$ cat config.mk
export PLATFORM = sky130hd
export DESIGN_NAME = priority_interrupt_controller
export DESIGN_NICKNAME = d
export VERILOG_FILES = /design/src/rtl/ext_pin_filter.v /design/src/rtl/priority_interrupt_controller.v
export VERILOG_INCLUDE_DIRS = /design/src /design/src/rtl
export SDC_FILE = /design/constraint.sdc
export NUM_CORES = 1
export LEC_CHECK = 0
export ABC_CLOCK_PERIOD_IN_PS = 10700
export BUFFER_PORTS_ARGS = -buffer_cell sky130_fd_sc_hd__buf_2
export CAP_MARGIN = 20
export CORE_UTILIZATION = 51
export CTS_CLUSTER_SIZE = 40
export DETAILED_ROUTE_END_ITERATION = 10
export PLACE_DENSITY = 0.73
export SETUP_SLACK_MARGIN = 0.4
export SLEW_MARGIN = 15
export SYNTH_ARGS = -nofsm -noshare
export SYNTH_HDL_FRONTEND = slang
export SYNTH_SLANG_ARGS = --single-unit
$ cat constraint.sdc
create_clock -name core_clk -period 10.7 [get_ports core_clk]
set_input_delay 1.07 -clock core_clk [delete_from_list [all_inputs] [get_ports core_clk]]
set_output_delay 1.07 -clock core_clk [all_outputs]
set_load 0.01 [all_outputs]
$ cat src/rtl/irq_consts.vh
`ifndef IRQ_CONSTS_VH
`define IRQ_CONSTS_VH

// special function register addresses
`define ADDR_TIMER_IRQ_CONTROL   8'h88
`define ADDR_IRQ_ENABLE          8'hA8
`define ADDR_PRIORITY_LOW_BITS   8'hA9
`define ADDR_PRIORITY_HIGH_BITS  8'hAA
`define ADDR_EXT_EDGE_SELECT     8'hAB

// reset values
`define RST_TIMER_IRQ_CONTROL    8'h00
`define RST_IRQ_ENABLE           8'h00
`define RST_PRIORITY             7'h00
`define RST_EXT_EDGE_SELECT      4'h5

// timer_irq_control fields
`define BIT_EXT0_EDGE_MODE       0
`define BIT_EXT0_REQUEST_FLAG    1
`define BIT_EXT1_EDGE_MODE       2
`define BIT_EXT1_REQUEST_FLAG    3
`define BIT_TIMER0_RUN           4
`define BIT_TIMER0_OVERFLOW_FLAG 5
`define BIT_TIMER1_RUN           6
`define BIT_TIMER1_OVERFLOW_FLAG 7

// irq_enable fields
`define BIT_EXT0_IRQ_ENABLE      0
`define BIT_TIMER0_IRQ_ENABLE    1
`define BIT_EXT1_IRQ_ENABLE      2
`define BIT_TIMER1_IRQ_ENABLE    3
`define BIT_UART_IRQ_ENABLE      4
`define BIT_I2C_IRQ_ENABLE       5
`define BIT_ADC_IRQ_ENABLE       6
`define BIT_GLOBAL_IRQ_ENABLE    7

// ext_edge_select_reg fields
`define BIT_EXT0_FALLING_ENABLE  0
`define BIT_EXT0_RISING_ENABLE   1
`define BIT_EXT1_FALLING_ENABLE  2
`define BIT_EXT1_RISING_ENABLE   3

// source indices, also the polling order within one level
`define SRC_EXT0                 0
`define SRC_TIMER0               1
`define SRC_EXT1                 2
`define SRC_TIMER1               3
`define SRC_UART                 4
`define SRC_I2C                  5
`define SRC_ADC                  6
`define NUM_SRC                  7

// service routine start addresses
`define VEC_EXT0                 8'h03
`define VEC_TIMER0               8'h0B
`define VEC_EXT1                 8'h13
`define VEC_TIMER1               8'h1B
`define VEC_UART                 8'h23
`define VEC_I2C                  8'h2B
`define VEC_ADC                  8'h33

`endif

$ cat src/rtl/ext_pin_filter.v
`timescale 1ns/1ps
`default_nettype none

// three-stage synchroniser; a change counts once stages two and three agree
module ext_pin_filter (
  input  wire core_clk,
  input  wire rstn,
  input  wire pin,
  output reg  level,
  output reg  rise,
  output reg  fall
);

  reg s1;
  reg s2;
  reg s3;

  always @(posedge core_clk or negedge rstn) begin
    if (!rstn) begin
      s1    <= 1'b1;
      s2    <= 1'b1;
      s3    <= 1'b1;
      level <= 1'b1;
      rise  <= 1'b0;
      fall  <= 1'b0;
    end else begin
      s1   <= pin;
      s2   <= s1;
      s3   <= s2;
      rise <= 1'b0;
      fall <= 1'b0;
      if (s2 == s3 && s3 != level) begin
        level <= s3;
        rise  <= s3;
        fall  <= ~s3;
      end
    end
  end

endmodule // ext_pin_filter

`default_nettype wire

$ cat src/rtl/priority_interrupt_controller.v
`timescale 1ns/1ps
`default_nettype none
`include "irq_consts.vh"

module priority_interrupt_controller (
  input  wire       core_clk,
  input  wire       rstn,
  // special function register port of the core
  input  wire [7:0] sfr_addr,
  input  wire [7:0] sfr_wdata,
  input  wire       sfr_wr,
  input  wire       sfr_rd,
  output reg  [7:0] sfr_rdata,
  output wire       sfr_hit,
  // request sources
  input  wire       ext_request0_pin,
  input  wire       ext_request1_pin,
  input  wire       timer0_overflow,
  input  wire       timer1_overflow,
  input  wire       uart_rx_flag,
  input  wire       uart_tx_done_flag,
  input  wire       i2c_request_flag,
  input  wire       adc_high_limit_flag,
  input  wire       adc_low_limit_flag,
  output wire       timer0_run,
  output wire       timer1_run,
  // core handshake
  output reg        irq_req,
  output reg  [7:0] irq_vector,
  output reg  [1:0] irq_level,
  input  wire       irq_ack,
  input  wire       return_from_irq,
  output reg  [3:0] active_levels
);

  reg  [7:0] irq_enable;
  reg  [6:0] priority_low_bits;
  reg  [6:0] priority_high_bits;
  reg  [3:0] ext_edge_select_reg;
  reg        ext0_edge_mode;
  reg        ext1_edge_mode;
  reg  [1:0] ext_request_flag;
  reg        timer0_overflow_flag;
  reg        timer1_overflow_flag;
  reg        timer0_run_bit;
  reg        timer1_run_bit;
  reg  [6:0] req_src;

  wire [1:0] pin_level;
  wire [1:0] pin_rise;
  wire [1:0] pin_fall;
  wire [1:0] edge_mode;
  wire [1:0] rise_en;
  wire [1:0] fall_en;
  wire [1:0] ext_ack;
  wire [1:0] ext_sw_wr;
  wire [1:0] ext_sw_val;
  wire [6:0] flags;
  wire [6:0] pending;
  wire       wr_timer_irq_control;
  wire       wr_ie;
  wire       wr_ip0;
  wire       wr_ip1;
  wire       wr_irc;

  // level of one source from the two priority registers
  function [1:0] level_of;
    input [6:0] hi;
    input [6:0] lo;
    input [2:0] idx;
    begin
      level_of = {hi[idx], lo[idx]};
    end
  endfunction

  // highest set active-level flip-flop, and whether any is set
  function [2:0] top_active;
    input [3:0] act;
    begin
      if (act[3]) begin
        top_active = 3'b111;
      end else if (act[2]) begin
        top_active = 3'b110;
      end else if (act[1]) begin
        top_active = 3'b101;
      end else if (act[0]) begin
        top_active = 3'b100;
      end else begin
        top_active = 3'b000;
      end
    end
  endfunction

  function [7:0] vector_of;
    input [2:0] idx;
    begin
      case (idx)
        3'd`SRC_EXT0:   vector_of = `VEC_EXT0;
        3'd`SRC_TIMER0: vector_of = `VEC_TIMER0;
        3'd`SRC_EXT1:   vector_of = `VEC_EXT1;
        3'd`SRC_TIMER1: vector_of = `VEC_TIMER1;
        3'd`SRC_UART:   vector_of = `VEC_UART;
        3'd`SRC_I2C:    vector_of = `VEC_I2C;
        default:        vector_of = `VEC_ADC;
      endcase
    end
  endfunction

  function reg_hit;
    input [7:0] a;
    begin
      if (a == `ADDR_TIMER_IRQ_CONTROL) begin
        reg_hit = 1'b1;
      end else if (a == `ADDR_IRQ_ENABLE) begin
        reg_hit = 1'b1;
      end else if (a == `ADDR_PRIORITY_LOW_BITS) begin
        reg_hit = 1'b1;
      end else if (a == `ADDR_PRIORITY_HIGH_BITS) begin
        reg_hit = 1'b1;
      end else if (a == `ADDR_EXT_EDGE_SELECT) begin
        reg_hit = 1'b1;
      end else begin
        reg_hit = 1'b0;
      end
    end
  endfunction

  assign sfr_hit = reg_hit(sfr_addr);
  assign wr_timer_irq_control = sfr_wr && (sfr_addr == `ADDR_TIMER_IRQ_CONTROL);
  assign wr_ie   = sfr_wr && (sfr_addr == `ADDR_IRQ_ENABLE);
  assign wr_ip0  = sfr_wr && (sfr_addr == `ADDR_PRIORITY_LOW_BITS);
  assign wr_ip1  = sfr_wr && (sfr_addr == `ADDR_PRIORITY_HIGH_BITS);
  assign wr_irc  = sfr_wr && (sfr_addr == `ADDR_EXT_EDGE_SELECT);

  always @(posedge core_clk or negedge rstn) begin
    if (!rstn) begin
      irq_enable          <= `RST_IRQ_ENABLE;
      priority_low_bits   <= `RST_PRIORITY;
      priority_high_bits  <= `RST_PRIORITY;
      ext_edge_select_reg <= `RST_EXT_EDGE_SELECT;
      ext0_edge_mode      <= 1'b0;
      ext1_edge_mode      <= 1'b0;
      timer0_run_bit      <= 1'b0;
      timer1_run_bit      <= 1'b0;
    end else begin
      if (wr_ie) begin
        irq_enable <= sfr_wdata;
      end
      if (wr_ip0) begin
        priority_low_bits <= sfr_wdata[6:0];
      end
      if (wr_ip1) begin
        priority_high_bits <= sfr_wdata[6:0];
      end
      if (wr_irc) begin
        ext_edge_select_reg <= sfr_wdata[3:0];
      end
      if (wr_timer_irq_control) begin
        ext0_edge_mode <= sfr_wdata[`BIT_EXT0_EDGE_MODE];
        ext1_edge_mode <= sfr_wdata[`BIT_EXT1_EDGE_MODE];
        timer0_run_bit <= sfr_wdata[`BIT_TIMER0_RUN];
        timer1_run_bit <= sfr_wdata[`BIT_TIMER1_RUN];
      end
    end
  end

  assign timer0_run = timer0_run_bit;
  assign timer1_run = timer1_run_bit;

  // read data registered; unmapped addresses read zero
  always @(posedge core_clk or negedge rstn) begin
    if (!rstn) begin
      sfr_rdata <= 8'h00;
    end else if (sfr_rd) begin
      if (sfr_addr == `ADDR_TIMER_IRQ_CONTROL) begin
        sfr_rdata <= {timer1_overflow_flag, timer1_run_bit,
                      timer0_overflow_flag, timer0_run_bit,
                      ext_request_flag[1], ext1_edge_mode,
                      ext_request_flag[0], ext0_edge_mode};
      end else if (sfr_addr == `ADDR_IRQ_ENABLE) begin
        sfr_rdata <= irq_enable;
      end else if (sfr_addr == `ADDR_PRIORITY_LOW_BITS) begin
        sfr_rdata <= {1'b0, priority_low_bits};
      end else if (sfr_addr == `ADDR_PRIORITY_HIGH_BITS) begin
        sfr_rdata <= {1'b0, priority_high_bits};
      end else if (sfr_addr == `ADDR_EXT_EDGE_SELECT) begin
        sfr_rdata <= {4'h0, ext_edge_select_reg};
      end else begin
        sfr_rdata <= 8'h00;
      end
    end
  end

  assign edge_mode  = {ext1_edge_mode, ext0_edge_mode};
  assign rise_en    = {ext_edge_select_reg[`BIT_EXT1_RISING_ENABLE],
                       ext_edge_select_reg[`BIT_EXT0_RISING_ENABLE]};
  assign fall_en    = {ext_edge_select_reg[`BIT_EXT1_FALLING_ENABLE],
                       ext_edge_select_reg[`BIT_EXT0_FALLING_ENABLE]};
  assign ext_ack    = {irq_ack & irq_req & req_src[`SRC_EXT1],
                       irq_ack & irq_req & req_src[`SRC_EXT0]};
  assign ext_sw_val = {sfr_wdata[`BIT_EXT1_REQUEST_FLAG],
                       sfr_wdata[`BIT_EXT0_REQUEST_FLAG]};
  assign ext_sw_wr  = {wr_timer_irq_control, wr_timer_irq_control};

  genvar g;
  generate
    for (g = 0; g < 2; g = g + 1) begin : ext_in
      wire pin_in = (g == 0) ? ext_request0_pin : ext_request1_pin;

      ext_pin_filter u_filter (
        .core_clk (core_clk),
        .rstn     (rstn),
        .pin      (pin_in),
        .level    (pin_level[g]),
        .rise     (pin_rise[g]),
        .fall     (pin_fall[g])
      );

      always @(posedge core_clk or negedge rstn) begin
        if (!rstn) begin
          ext_request_flag[g] <= 1'b0;
        end else if (!edge_mode[g]) begin
          // level mode: flag follows the inverted sampled pin
          ext_request_flag[g] <= ~pin_level[g];
        end else if ((pin_rise[g] & rise_en[g]) |
                     (pin_fall[g] & fall_en[g])) begin
          // an edge wins over a same-cycle clear
          ext_request_flag[g] <= 1'b1;
        end else if (ext_ack[g]) begin
          ext_request_flag[g] <= 1'b0;
        end else if (ext_sw_wr[g]) begin
          ext_request_flag[g] <= ext_sw_val[g];
        end
      end
    end
  endgenerate

  always @(posedge core_clk or negedge rstn) begin
    if (!rstn) begin
      timer0_overflow_flag <= 1'b0;
      timer1_overflow_flag <= 1'b0;
    end else begin
      if (timer0_overflow) begin
        timer0_overflow_flag <= 1'b1;
      end else if (irq_ack && irq_req && req_src[`SRC_TIMER0]) begin
        timer0_overflow_flag <= 1'b0;
      end else if (wr_timer_irq_control) begin
        timer0_overflow_flag <= sfr_wdata[`BIT_TIMER0_OVERFLOW_FLAG];
      end
      if (timer1_overflow) begin
        timer1_overflow_flag <= 1'b1;
      end else if (irq_ack && irq_req && req_src[`SRC_TIMER1]) begin
        timer1_overflow_flag <= 1'b0;
      end else if (wr_timer_irq_control) begin
        timer1_overflow_flag <= sfr_wdata[`BIT_TIMER1_OVERFLOW_FLAG];
      end
    end
  end

  // serial, bus and converter flags live in their own peripherals
  assign flags = {adc_high_limit_flag | adc_low_limit_flag,
                  i2c_request_flag,
                  uart_rx_flag | uart_tx_done_flag,
                  timer1_overflow_flag,
                  ext_request_flag[1],
                  timer0_overflow_flag,
                  ext_request_flag[0]};
  assign pending = flags & irq_enable[6:0] &
                   {7{irq_enable[`BIT_GLOBAL_IRQ_ENABLE]}};

  reg  [1:0] best_lvl;
  reg  [2:0] best_idx;
  reg        found;
  reg  [2:0] top;
  reg        allow;
  integer    i;

  always @* begin
    best_lvl = 2'd0;
    best_idx = 3'd0;
    found    = 1'b0;
    // ascending scan with strict compare keeps the earliest poll on ties
    for (i = 0; i < `NUM_SRC; i = i + 1) begin
      if (pending[i] && (!found ||
          level_of(priority_high_bits, priority_low_bits, i[2:0]) >
          best_lvl)) begin
        found    = 1'b1;
        best_lvl = level_of(priority_high_bits, priority_low_bits, i[2:0]);
        best_idx = i[2:0];
      end
    end
    top   = top_active(active_levels);
    // equal level never preempts, whatever its poll position
    allow = found && (!top[2] || ({1'b0, best_lvl} > {1'b0, top[1:0]}));
  end

  // request registered so vector and level stand steady for the core
  always @(posedge core_clk or negedge rstn) begin
    if (!rstn) begin
      irq_req    <= 1'b0;
      irq_vector <= 8'h00;
      irq_level  <= 2'd0;
      req_src    <= 7'h00;
    end else if (irq_ack && irq_req) begin
      // drop for one cycle so stale state cannot be taken twice
      irq_req <= 1'b0;
      req_src <= 7'h00;
    end else begin
      irq_req <= allow;
      if (allow) begin
        irq_vector <= vector_of(best_idx);
        irq_level  <= best_lvl;
        req_src    <= 7'h01 << best_idx;
      end else begin
        req_src    <= 7'h00;
      end
    end
  end

  reg [3:0] next_active;

  always @* begin
    next_active = active_levels;
    if (return_from_irq) begin
      if (active_levels[3]) begin
        next_active[3] = 1'b0;
      end else if (active_levels[2]) begin
        next_active[2] = 1'b0;
      end else if (active_levels[1]) begin
        next_active[1] = 1'b0;
      end else begin
        next_active[0] = 1'b0;
      end
    end
    if (irq_ack && irq_req) begin
      next_active[irq_level] = 1'b1;
    end
  end

  always @(posedge core_clk or negedge rstn) begin
    if (!rstn) begin
      active_levels <= 4'h0;
    end else begin
      active_levels <= next_active;
    end
  end

endmodule // priority_interrupt_controller

`default_nettype wire

# == Word-level counts from Yosys, hierarchy flattened ==
# Index checks and enable logic that the tools add are counted.
# totals
register_bits,73
output_inout_bits,26
elab_cells,174
# classes
magnitude_cmp,9
eq_ne,16
shifts,1
n_mux,63
bitwise_logic,19
n_reduce_logical,36
# ops
op,count
$eq 8x8->1 const B,5
$pmux 6 s6,1
$mux 1,34
$mux 3,10
$mux 4,5
$logic_and 1x1->1,18
$mux 2,8
$mux 8,2
$and 7x7->7,2
$gt 2x2->1,7
$mux 7,2
$ne 4x1->1 const B,2
$and 1x1->1,7
$logic_not 1->1,7
$logic_or 1x1->1,7
$eq 3x2->1 const B,2
$eq 3x3->1 const B,2
$reduce_bool 3->1,2
$not 1->1,5
$or 1x1->1,4
$or 4x4->4,1
$shl 1x3->4 const A,1
$eq 3x1->1 const B,1
$logic_not 3->1,1
6 further kinds,8

# == Longest topological paths before layout ==
# Gate-level depths: netlist of run 1.
# depth
word_depth,33
ltp_mapped,47

# == Cells and area by module ==
# Synthesis of run 1 repeated with hierarchy kept, for this count alone.
# unflattened
hier_cells,350
hier_area_um2,3814.9
# by_module_without_submodules
module,n_inst,cells_per_inst,area_each_um2,seq_area_each_um2
priority_interrupt_controller,1,332,3447.1,1428.9
ext_pin_filter,2,9,183.9,155.1

# == Least setup slack after synthesis of run 1 ==
# No wires, ideal clock.
# synth_timing
path_kind,register -> register
startpoint,register irq_enable[0]
endpoint,register irq_level[0]
t_arrival_ns,8.612
t_required_ns,10.580
slack_ns,1.968
path_stages_with_launch,46
n_path_buf,1
synth_period_minus_slack_ns,8.732
cell_sequence,dfrtp_1 and3_1 and2_1 ha_1 nand2_1 o21ai_0 a21oi_1 a22oi_1 ha_1 nor2b_1 a2bb2oi_1 o2111a_1 a221oi_1 or2_2 ha_1 nor2b_1 a2bb2oi_1 o2111a_1 (+10 left out) o21ai_0 a21o_2 and2_2 o311ai_2 and2_2 ha_1 nand2_1 o21ai_0 a31oi_4 nand2b_1 o21ai_1 ha_1 nor2b_1 o21ai_0 a21oi_1 nand3_2 a22o_1 a31o_2
# synth_between
elab_chain_len,31
word_cells_on_any_way,44
# synth_rtl
element,line_no,text
"start, declared",priority_interrupt_controller.v:36,reg [7:0] irq_enable;
"start signal, assigned",priority_interrupt_controller.v:137,irq_enable <= `RST_IRQ_ENABLE;
"start signal, assigned",priority_interrupt_controller.v:147,irq_enable <= sfr_wdata;
$and 7x7->7 (*) (2 in series),priority_interrupt_controller.v:268,assign pending = flags & irq_enable[6:0] &
$mux 2 or $mux 1 (tied branches),priority_interrupt_controller.v:284,if (pending[i] && (!found ||
$gt 2x2->1 or $logic_not 1->1 (tied branches),"priority_interrupt_controller.v:285, priority_interrupt_controller.v:284",
$logic_or 1x1->1,priority_interrupt_controller.v:284,
$logic_and 1x1->1,priority_interrupt_controller.v:284,
$mux 2 or $mux 1 (tied branches),priority_interrupt_controller.v:284,
$gt 2x2->1 or $logic_not 1->1 (tied branches),"priority_interrupt_controller.v:285, priority_interrupt_controller.v:284",
$logic_or 1x1->1,priority_interrupt_controller.v:284,
(+15 left out),n/a,
$logic_or 1x1->1,priority_interrupt_controller.v:284,
$logic_and 1x1->1,priority_interrupt_controller.v:284,
$mux 2 (*),priority_interrupt_controller.v:284,
via best_lvl[1],priority_interrupt_controller.v:271,reg [1:0] best_lvl;
$gt 2x2->1 (*),priority_interrupt_controller.v:294,"allow = found && (!top[2] || ({1'b0, best_lvl} > {1'b0, top[1:0]}));"
$logic_or 1x1->1 (*),priority_interrupt_controller.v:294,
$logic_and 1x1->1 (*),priority_interrupt_controller.v:294,
$reduce_and 2->1 (no line) (*),n/a,
"end signal, assigned",priority_interrupt_controller.v:312,irq_level <= best_lvl;
"end, declared",priority_interrupt_controller.v:30,"output reg [1:0] irq_level,"
# Mark *: on every way through the listed nets, which the timed path passes. The rest lies on a longest branch.
# A chain may end at the register's enable or synchronous reset.

# == Final worst setup path of run 1 ==
# layout_timing
startpoint,register irq_enable[7]
endpoint,register irq_level[0]
# layout_between
elab_chain_len,30
word_cells_on_any_way,43
# layout_rtl
element,line_no
$and 7x7->7 (*),priority_interrupt_controller.v:268
$mux 2 or $mux 1 (tied branches),priority_interrupt_controller.v:284
$gt 2x2->1 or $logic_not 1->1 (tied branches),"priority_interrupt_controller.v:285, priority_interrupt_controller.v:284"
$logic_or 1x1->1,priority_interrupt_controller.v:284
$logic_and 1x1->1,priority_interrupt_controller.v:284
$mux 2 or $mux 1 (tied branches),priority_interrupt_controller.v:284
$gt 2x2->1 or $logic_not 1->1 (tied branches),"priority_interrupt_controller.v:285, priority_interrupt_controller.v:284"
$logic_or 1x1->1,priority_interrupt_controller.v:284
(+15 left out),n/a
$logic_or 1x1->1,priority_interrupt_controller.v:284
$logic_and 1x1->1,priority_interrupt_controller.v:284
$mux 2 (*),priority_interrupt_controller.v:284
via best_lvl[1],priority_interrupt_controller.v:271
$gt 2x2->1 (*),priority_interrupt_controller.v:294
$logic_or 1x1->1 (*),priority_interrupt_controller.v:294
$logic_and 1x1->1 (*),priority_interrupt_controller.v:294
$reduce_and 2->1 (no line) (*),n/a
# Marked as above.

==> results of run 1 <==
-- layout make-up --
cell class,count,area share (%)
multi-input combinational,242,43.7
sequential,69,41.0
timing repair buffer,57,6.96
clock buffer,10,3.01
tap,96,2.83
clock inverter,6,1.50
inverter,11,0.973
-- layout by cell type (no fill, tap or decap), types with 2 or more instances in the layout --
master / n
dfrtp_1: 59
buf_2: 53
nand2_1: 35
mux2_2: 26
nor2_1: 20
o21ai_0: 20
ha_1: 14
a22oi_1: 12
a21oi_1: 12
inv_1: 11
nor2b_1: 11
dfstp_2: 10
clkbuf_8: 9
mux2i_1: 7
and2_1: 5
and3_1: 4
nand3_1: 4
or2_2: 4
a22o_1: 4
mux4_2: 4
buf_4: 4
o21ai_1: 3
o21a_1: 3
a21o_2: 3
nand4_1: 3
nand2b_1: 3
conb_1: 3
a21o_1: 2
a2bb2oi_1: 2
a221oi_2: 2
o211ai_1: 2
o31ai_1: 2
and2_2: 2
nor3b_1: 2
maj3_1: 2
a31oi_1: 2
clkinvlp_4: 2
clkinv_2: 2
-- power by group through the flow --
stage	Clock (mW)	Sequential [mW]	Combinational (mW)
2_1_floorplan	0	0.293	0.0357
3_3_place_gp	0	0.293	0.0598
3_5_place_dp	0	0.294	0.0613
4_1_cts	0.214	0.289	0.0616
5_1_grt	0.226	0.292	0.0694
6_report	0.209	0.290	0.0616
-- worst paths after layout --
kind                                                      start                         endpoint  slack [ps]  depth (start not counted)
worst max-delay path                  irq_enable[7]$_DFFE_PN0P_         irq_level[0]$_DFFE_PN0P_        1060                         45
worst min-delay path            ext_in[0].u_filter.s1$_DFF_PN1_  ext_in[0].u_filter.s2$_DFF_PN1_         350                          0
worst max register to register        irq_enable[7]$_DFFE_PN0P_         irq_level[0]$_DFFE_PN0P_        1060                         45
worst min register to register  ext_in[0].u_filter.s1$_DFF_PN1_  ext_in[0].u_filter.s2$_DFF_PN1_         350                          0
max in group asynchronous                                  rstn       level_of.lo[3]$_DFFE_PN0P_        9220                          2
min in group asynchronous                                  rstn       active_levels[2]$_DFF_PN0_         900                          2
-- through the flow --
step / util, % / hold slack, ps / setup WS, ps / cell area [sq um]
finish: 61.4 / 351 / 1060 / 4240
global route: 61.4 / 356 / 435 / 4240
CTS: 60.9 / 356 / 690 / 4200
detailed placement: 58.1 / 348 / 778 / 4010
global placement: 58.1 / 345 / 1100 / 4010
floorplan: - / 345 / 1970 / 3710
-- timing repair --
| action | 4_1_cts | 5_1_grt |
|---|---|---|
| gates resized for setup | 0 | 7 |
| setup buffers | 0 | 2 |
| endpoints found under the setup margin | 0 | 11 |
-- layer usage --
metal	vias to the layer above	GRT usage (%)	wire, microns
li1	1330	-	-
met1	1416	34.5	3980
met2	103	38.2	3930
met3	16	7.01	674
met4	0	8.05	152
met5	-	0	0
-- cell families after synthesis --
logic type                 after synthesis  synth area share, %
and+or+nand+nor                        100                 14.3
AOI/OAI and AO/OA                       85                 16.9
DFF                                     69                 47.0
muxes                                   38                 12.7
buffers and inverters                   26                 3.65
adders and majority gates               16                 5.28
other                                    1                0.101
==> results.py, run 1 <==
metrics = {
    "power": {
        "seqPwrFrac_pct": 51.7,
        "swShare_pct": 26.6,
        "powerDensity_mw_per_mm2": 132,
        "finalPower_mw": 0.560,
        "p_leak_nw": 2.03,
        "power.internal_mw": 0.411,
        "clkPwrFrac_pct": 37.3,
        "ir_worst_vdd_mv": 0.0897,
        "power_switching_mw": 0.149,
        "combPwrFrac_pct": 11.0,
    },
    "sta": {
        "fin_skew_ps": 9.93,
        "hold_violations": 0,
        "setup_viol": 0,
        "min_period_ps": 9640,
        "rsz0062_at_grt": "no",
        "maxSlewViolCount": 0,
        "final.setup.tns_ps": 0,
        "slew_headroom_pct": 42.8,
        "max_freq_mhz": 104,
        "tightest_slew_ps": 858,
        "min_period_over_period_pct": 90.1,
    },
    "status": {
        "status": "finished, final reports clean",
    },
    "worst_setup_path": {
        "cp_max_fo": 13,
        "max_stage_delay_ps": 380,
        "cp-end-kind": "flip-flop",
        "critPathMostFrequentCell": "ha_1",
        "crit_slowest_cell": "o31ai_2",
        "cp.arrival_ps": 9880,
        "critPathLaunchType": "flip-flop",
        "crit_family": "compound AO/OA/AOI/OAI gates",
        "critPathKind": "reg -> reg",
        "required_ps": 10940,
        "cp_num_buf_inv": 2,
    },
    "clocking": {
        "ctsHoldBuffers": 0,
        "cts_tree": "yes",
        "path_clk_slew_ps": 80,
        "cts-root-buf": "clkbuf_8",
        "clkLatencyLatePin_ps": 350,
        "clock-sinks": 69,
        "cts_buffers": 9,
        "h-tree-depth": 3,
        "clk_path_buf_depth": 2,
    },
    "yosys": {
        "ys_warn_count": 0,
        "synth_ff_type": "dfrtp_1",
        "synthDistinctLibCells": 60,
        "synth_cells": 335,
        "synth_most_common_cell": "dfrtp_1",
        "synth_top_area_cell": "dfrtp_1",
        "ys_top_cells_by_area": "dfrtp_1 40%, mux2_2 7.9%, dfstp_2 7.1%",
        "syn_area_sq_mm": 0.00370,
        "yosysSeqAreaShare_pct": 47.0,
        "synth.top_cells.by_count": "59 x dfrtp_1, 35 x nand2_1, 26 x mux2_2",
        "synth_area_per_cell_sq_um": 11.0,
        "async_flop_share_pct": 100,
        "synth_top_area_share_pct": 39.9,
        "synth_edf_count": 0,
        "synth-seq-cells": 69,
    },
    "global_route": {
        "grt_first_pass_wirelength_microns": 13900,
        "grt_usage_pct": 24.9,
        "antenna_found_initial": 0,
        "grt_remaining_overflow": 0,
        "grt_max_degree": 70,
        "grt_pass1_vias": 2788,
    },
    "route": {
        "viasPerCell": 5.84,
        "drt_iter0_drc": 169,
        "vias": 2865,
        "post_drt_wl_per_cell_microns": 17.8,
        "wirelength_microns": 8740,
        "drtPass1Iterations": 5,
        "antenna_left": 0,
        "drc": 0,
    },
    "layout": {
        "diodes": 0,
        "largest_registers": "irq_enable (8), sfr_rdata (8)",
        "fillers": 611,
        "drive_gt1_share_pct": 34.9,
        "fin_cells": 491,
        "fin_nets": 435,
        "multi_input_area_sq_mm": 0.00185,
        "area_delta_synth_final_pct": 14.7,
        "register_area_sq_mm": 0.00174,
    },
    "run": {
        "drv_cap": 0,
    },
    "floorplan": {
        "chipWidth_microns": 87.2,
        "io_pins": 57,
        "fp.dieArea_sq_mm": 0.00760,
        "start_util_pct": 53.6,
        "rows": 30,
        "coreArea_sq_mm": 0.00691,
        "die_h_microns": 87.2,
    },
    "hold_path": {
        "hold_path_class": "reg -> reg",
    },
    "placed_design": {
        "gp_congestion": 0.920,
        "port_buffers": 53,
        "dp_hpwl_microns": 6160,
        "placed_cells": 473,
    },
}
Power figures use the tool's default switching activity.
==> run 2: changes to the inputs <==
Settings changed: PLACE_DENSITY 0.73 to 0.8, RECOVER_POWER from default to 100.
==> results.py, run 2 (same netlist as run 1, synthesis figures left out) <==
metrics = {
    "route": {
        "vias": 2919,
        "wirelength_microns": 8650,
        "drc": 0,
        "viasPerCell": 5.97,
        "post_drt_wl_per_cell_microns": 17.7,
        "drt_iter0_drc": 239,
        "drtPass1Iterations": 5,
        "antenna_left": 0,
    },
    "global_route": {
        "grt_max_degree": 70,
        "grt_first_pass_wirelength_microns": 13700,
        "grt_pass1_vias": 2744,
        "grt_usage_pct": 24.6,
        "antenna_found_initial": 0,
        "grt_remaining_overflow": 0,
    },
    "worst_setup_path": {
        "r2r-start": "ext_request_flag[0]$_DFFE_PN0P_",
        "critPathMostFrequentCell": "ha_1",
        "ff2ff_path_depth": 44,
        "cp.arrival_ps": 10070,
        "startpoint": "ext_request_flag[0]$_DFFE_PN0P_",
        "critPathKind": "reg -> reg",
        "cp-end-kind": "flip-flop",
        "cp_num_buf_inv": 2,
        "max_stage_delay_ps": 520,
        "worst-path-stages": 44,
        "crit_family": "compound AO/OA/AOI/OAI gates",
        "required_ps": 10930,
        "cp_max_fo": 10,
        "critPathLaunchType": "flip-flop",
        "crit_slowest_cell": "o31ai_1",
        "ff2ff_setup_slack_ps": 860,
        "reg2reg_to": "irq_vector[4]$_DFFE_PN0P_",
    },
    "floorplan": {
        "start_util_pct": 53.6,
        "die_h_microns": 87.2,
        "rows": 30,
        "coreArea_sq_mm": 0.00691,
        "chipWidth_microns": 87.2,
        "fp.dieArea_sq_mm": 0.00760,
        "io_pins": 57,
    },
    "layout": {
        "fillers": 614,
        "fin_area_sq_mm": 0.00417,
        "largest_registers": "irq_enable (8), sfr_rdata (8)",
        "final_cell_mix": "59 x dfrtp_1, 35 x nand2_1, 27 x clkbuf_1, 27 x buf_2, 26 x mux2_2",
        "area_delta_synth_final_pct": 12.8,
        "fin_nets": 433,
        "final_common_cell": "dfrtp_1",
        "diodes": 0,
        "drive_gt1_share_pct": 24.7,
        "postLayoutCoreUtil_pct": 60.4,
    },
    "status": {
        "violations": "capacitance limit, slew limit",
        "status": "finished, violations left",
    },
    "hold_path": {
        "holdPathEnd": "ext_in[1].u_filter.s2$_DFF_PN1_",
        "holdPathStages": 0,
        "hold_path_class": "reg -> reg",
        "min_from": "ext_in[1].u_filter.s1$_DFF_PN1_",
    },
    "placed_design": {
        "port_buffers": 53,
        "dpl_worst_slack_ps": 891,
        "gp_congestion": 0.941,
        "dpl-instance-area_sq_mm": 0.00401,
        "dp_hpwl_microns": 6060,
    },
    "clocking": {
        "cts-root-buf": "clkbuf_8",
        "clk_path_buf_depth": 2,
        "ctsHoldBuffers": 0,
        "clkLatencyLatePin_ps": 350,
        "h-tree-depth": 3,
        "cts_resized": 0,
        "clock-sinks": 69,
        "cts_tree": "yes",
        "path_clk_slew_ps": 70,
        "cts_post_setup_buffers_inserted": 0,
        "cts_buffers": 9,
    },
    "sta": {
        "slew_headroom_pct": -140,
        "min_period_over_period_pct": 91.9,
        "hold_violations": 0,
        "fin_skew_ps": 6.93,
        "setup_slack_ps": 864,
        "setup_viol": 0,
        "min_period_ps": 9840,
        "maxSlewViolCount": 97,
        "max_freq_mhz": 102,
        "rsz0062_at_grt": "no",
        "final.setup.tns_ps": 0,
        "tightest_slew_ps": 3590,
    },
    "run": {
        "drv_cap": 4,
    },
    "power": {
        "powerDensity_mw_per_mm2": 141,
        "ir_worst_vdd_mv": 0.0611,
        "p_leak_nw": 1.91,
    },
}
==> run 2: cell types whose count changed in the layout (fill, tap and decap cells not counted), moves of 3 or more <==
cell	previous run	this run
dfstp_1	0	4
buf_2	53	27
buf_4	4	1
clkbuf_1	1	27
dfstp_2	10	6
and2_0	0	3
and2_1	5	2
==> run 2: area by class of cell <==
class | instances | area [sq um] | area share, %
flip-flops and latches | 69 | 1740 | 41.7
well taps | 96 | 120 | 2.88
clock inverters | 6 | 86.3 | 2.07
repair buffers | 55 | 244 | 5.85
multi-input cells | 242 | 1800 | 43.2
inverters | 11 | 41.3 | 0.990
clock buffers | 10 | 138 | 3.30
==> run 2: worst max-delay path by stage <==
stage                                      to
detailed placement   irq_level[0]$_DFFE_PN0P_
finish              irq_vector[4]$_DFFE_PN0P_
floorplan            irq_level[0]$_DFFE_PN0P_
global route        irq_vector[4]$_DFFE_PN0P_
CTS                  irq_level[0]$_DFFE_PN0P_
global placement     irq_level[0]$_DFFE_PN0P_
==> run 2: layer usage <==
metal / up-vias / track usage [%] / part of all wire (%)
met5: - / 0 / 0
met4: 0 / 13.3 / 2.8
met3: 20 / 5.21 / 8.7
met2: 148 / 37.7 / 47
met1: 1428 / 33.0 / 42
li1: 1323 / - / -
==> run 2: worst reg2reg max path, delay by kind of cell, from the launching register on <==
| kind | cells | cell delay [ps] |
|---|---|---|
| muxes | 2 | 560 |
| and+or+nand+nor | 14 | 2250 |
| DFF | 1 | 450 |
| adders and majority gates | 7 | 2010 |
| buffers and inverters | 2 | 230 |
| AOI/OAI and AO/OA | 19 | 4230 |
==> run 2: metrics by stage <==
stage / total power [mW] / hold WS, ps / instances
after global placement: 0.352 / 346 / 473
after floorplan: 0.328 / 345 / 337
after CTS: 0.593 / 358 / 489
after detailed placement: 0.355 / 347 / 473
final: 0.589 / 362 / 489
after global routing: 0.611 / 368 / 489
==> run 2: where the power goes <==
group	internal, mW	total, mW	switching [mW]
Sequential	0.276	0.289	0.0131
Clock	0.137	0.241	0.104
Combinational	0.0250	0.0590	0.0340
==> run 3: changes to the inputs <==
Settings changed: SYNTH_HIERARCHICAL from default to 1.
==> results.py, run 3 <==
metrics = {
    "sta": {
        "hold_violations": 0,
        "tightest_slew_ps": 3650,
        "setup_viol": 0,
        "rsz0062_at_grt": "no",
        "maxSlewViolCount": 70,
        "min_period_over_period_pct": 91.5,
        "max_freq_mhz": 102,
        "min_period_ps": 9790,
        "fin_skew_ps": 17.0,
        "final.setup.tns_ps": 0,
        "slew_headroom_pct": -143,
    },
    "floorplan": {
        "fp.dieArea_sq_mm": 0.00783,
        "chipWidth_microns": 88.5,
        "coreArea_sq_mm": 0.00725,
        "die_h_microns": 88.5,
        "io_pins": 57,
        "rows": 31,
        "start_util_pct": 52.6,
    },
    "clocking": {
        "clkLatencyLatePin_ps": 350,
        "cts_resized": 0,
        "cts_tree": "yes",
        "h-tree-depth": 3,
        "ctsHoldBuffers": 0,
        "cts_post_setup_buffers_inserted": 0,
        "clock-sinks": 69,
        "cts-root-buf": "clkbuf_8",
        "path_clk_slew_ps": 90,
        "clk_path_buf_depth": 2,
        "cts_buffers": 9,
    },
    "yosys": {
        "syn_area_sq_mm": 0.00381,
        "ys_warn_count": 6,
        "async_flop_share_pct": 100,
        "synthDistinctLibCells": 62,
        "synth_cells": 350,
        "synth_top_area_cell": "dfrtp_1",
        "synth_edf_count": 0,
        "synth.top_cells.by_count": "59 x dfrtp_1, 38 x nand2_1, 27 x mux2_2",
        "ys_top_cells_by_area": "dfrtp_1 39%, mux2_2 8.0%, dfstp_2 6.9%",
        "synth_ff_type": "dfrtp_1",
        "yosysSeqAreaShare_pct": 45.6,
        "synth_most_common_cell": "dfrtp_1",
        "synth-seq-cells": 69,
        "synth_area_per_cell_sq_um": 10.9,
        "synth_top_area_share_pct": 38.7,
    },
    "layout": {
        "fin_cells": 508,
        "fin_area_sq_mm": 0.00426,
        "final_common_cell": "dfrtp_1",
        "largest_registers": "irq_enable (8), sfr_rdata (8)",
        "final_cell_mix": "59 x dfrtp_1, 38 x nand2_1, 29 x buf_2",
        "diodes": 0,
        "postLayoutCoreUtil_pct": 58.7,
        "area_delta_synth_final_pct": 11.6,
        "fin_nets": 449,
        "drive_gt1_share_pct": 25.7,
    },
    "run": {
        "drv_cap": 1,
    },
    "worst_setup_path": {
        "cp.arrival_ps": 10050,
        "max_stage_delay_ps": 470,
        "crit_slowest_cell": "dfrtp_1",
        "ff2ff_setup_slack_ps": 910,
        "r2r-start": "ext_request_flag[0]$_DFFE_PN0P_",
        "reg2reg_to": "req_src[1]$_DFF_PN0_",
        "critPathKind": "reg -> reg",
        "critPathLaunchType": "flip-flop",
        "cp_max_fo": 9,
        "cp-end-kind": "flip-flop",
        "ff2ff_path_depth": 42,
        "required_ps": 10960,
    },
    "route": {
        "wirelength_microns": 8570,
        "antenna_left": 0,
        "post_drt_wl_per_cell_microns": 16.9,
        "drtPass1Iterations": 5,
        "drt_iter0_drc": 150,
        "viasPerCell": 5.77,
        "drc": 0,
        "vias": 2932,
    },
    "global_route": {
        "antenna_found_initial": 0,
        "grt_first_pass_wirelength_microns": 13200,
        "grt_usage_pct": 22.6,
        "grt_pass1_vias": 2707,
        "grt_remaining_overflow": 0,
        "grt_max_degree": 70,
    },
    "placed_design": {
        "port_buffers": 53,
        "dp_hpwl_microns": 6410,
        "placed_cells": 492,
        "gp_congestion": 0.912,
        "dpl-instance-area_sq_mm": 0.00414,
    },
    "power": {
        "powerDensity_mw_per_mm2": 131,
        "ir_worst_vdd_mv": 0.0762,
        "p_leak_nw": 1.93,
    },
    "hold_path": {
        "hold_path_class": "reg -> reg",
        "holdPathEnd": "ext_in[1].u_filter/s2$_DFF_PN1_",
        "holdPathStages": 0,
        "min_from": "ext_in[1].u_filter/s1$_DFF_PN1_",
    },
    "status": {
        "status": "finished, violations left",
        "violations": "capacitance limit, slew limit",
    },
}
-- run 3: worst max-delay path, delay by kind of cell (launching register included) --
kind,cells,cell delay (ps)
mux,1,210
buf+inv,1,70
compound gates,18,4220
simple gates,15,2630
fa+ha+maj,7,2090
flops,1,470
-- run 3: cells by family after synthesis --
family / after synthesis / share of synthesized area (%)
other: 1 / 0.0983
muxes: 37 / 12.2
adders and majority gates: 16 / 5.18
DFF: 69 / 45.6
and+or+nand+nor: 103 / 15.0
buffers and inverters: 28 / 3.44
AOI/OAI and AO/OA: 96 / 18.5
-- run 3: worst max-delay path by stage --
stage / start / end / slack, ps / depth (start not counted)
floorplan: ext_request_flag[0]$_DFFE_PN0P_ / req_src[1]$_DFF_PN0_ / 2270 / 42
global placement: ext_request_flag[0]$_DFFE_PN0P_ / req_src[1]$_DFF_PN0_ / 1740 / 42
detailed placement: ext_request_flag[0]$_DFFE_PN0P_ / req_src[1]$_DFF_PN0_ / 1270 / 42
CTS: irq_enable[0]$_DFFE_PN0P_ / req_src[1]$_DFF_PN0_ / 1220 / 42
global route: irq_enable[0]$_DFFE_PN0P_ / req_src[1]$_DFF_PN0_ / 290 / 42
finish: ext_request_flag[0]$_DFFE_PN0P_ / req_src[1]$_DFF_PN0_ / 910 / 42
-- run 3: layer usage --
| metal | up-vias | routed length (microns) | track usage (%) |
|---|---|---|---|
| met4 | 0 | 175 | 9.97 |
| met1 | 1454 | 3860 | 29.8 |
| met2 | 68 | 4210 | 36.3 |
| met5 | - | 0 | 0 |
| met3 | 17 | 322 | 4.29 |
| li1 | 1393 | - | - |
-- run 3: area by class of cell --
| type | instances | area [sq um] |
|---|---|---|
| Timing Repair Buffer | 54 | 239 |
| Inverter | 15 | 56.3 |
| Multi-Input combinational cell | 255 | 1910 |
| Fill cell | 635 | 3000 |
| Tap cell | 99 | 124 |
| Sequential cell | 69 | 1740 |
| Clock buffer | 9 | 124 |
| Clock inverter | 7 | 62.6 |
-- run 3: power by group --
| part | switching, mW | internal (mW) | leakage, nW | total, mW |
|---|---|---|---|---|
| combinational | 0.0359 | 0.0259 | 0.973 | 0.0618 |
| clock | 0.116 | 0.0894 | 0.0931 | 0.205 |
| sequential | 0.0152 | 0.278 | 0.865 | 0.293 |
| total | 0.167 | 0.393 | 1.93 | 0.560 |
-- run 3: through the flow --
stage	hold slack [ps]	setup slack, ps	power (mW)
after floorplan	345	2270	0.334
after global placement	346	1740	0.361
after detailed placement	347	1270	0.363
after CTS	363	1220	0.568
after global routing	372	290	0.583
final	366	910	0.560
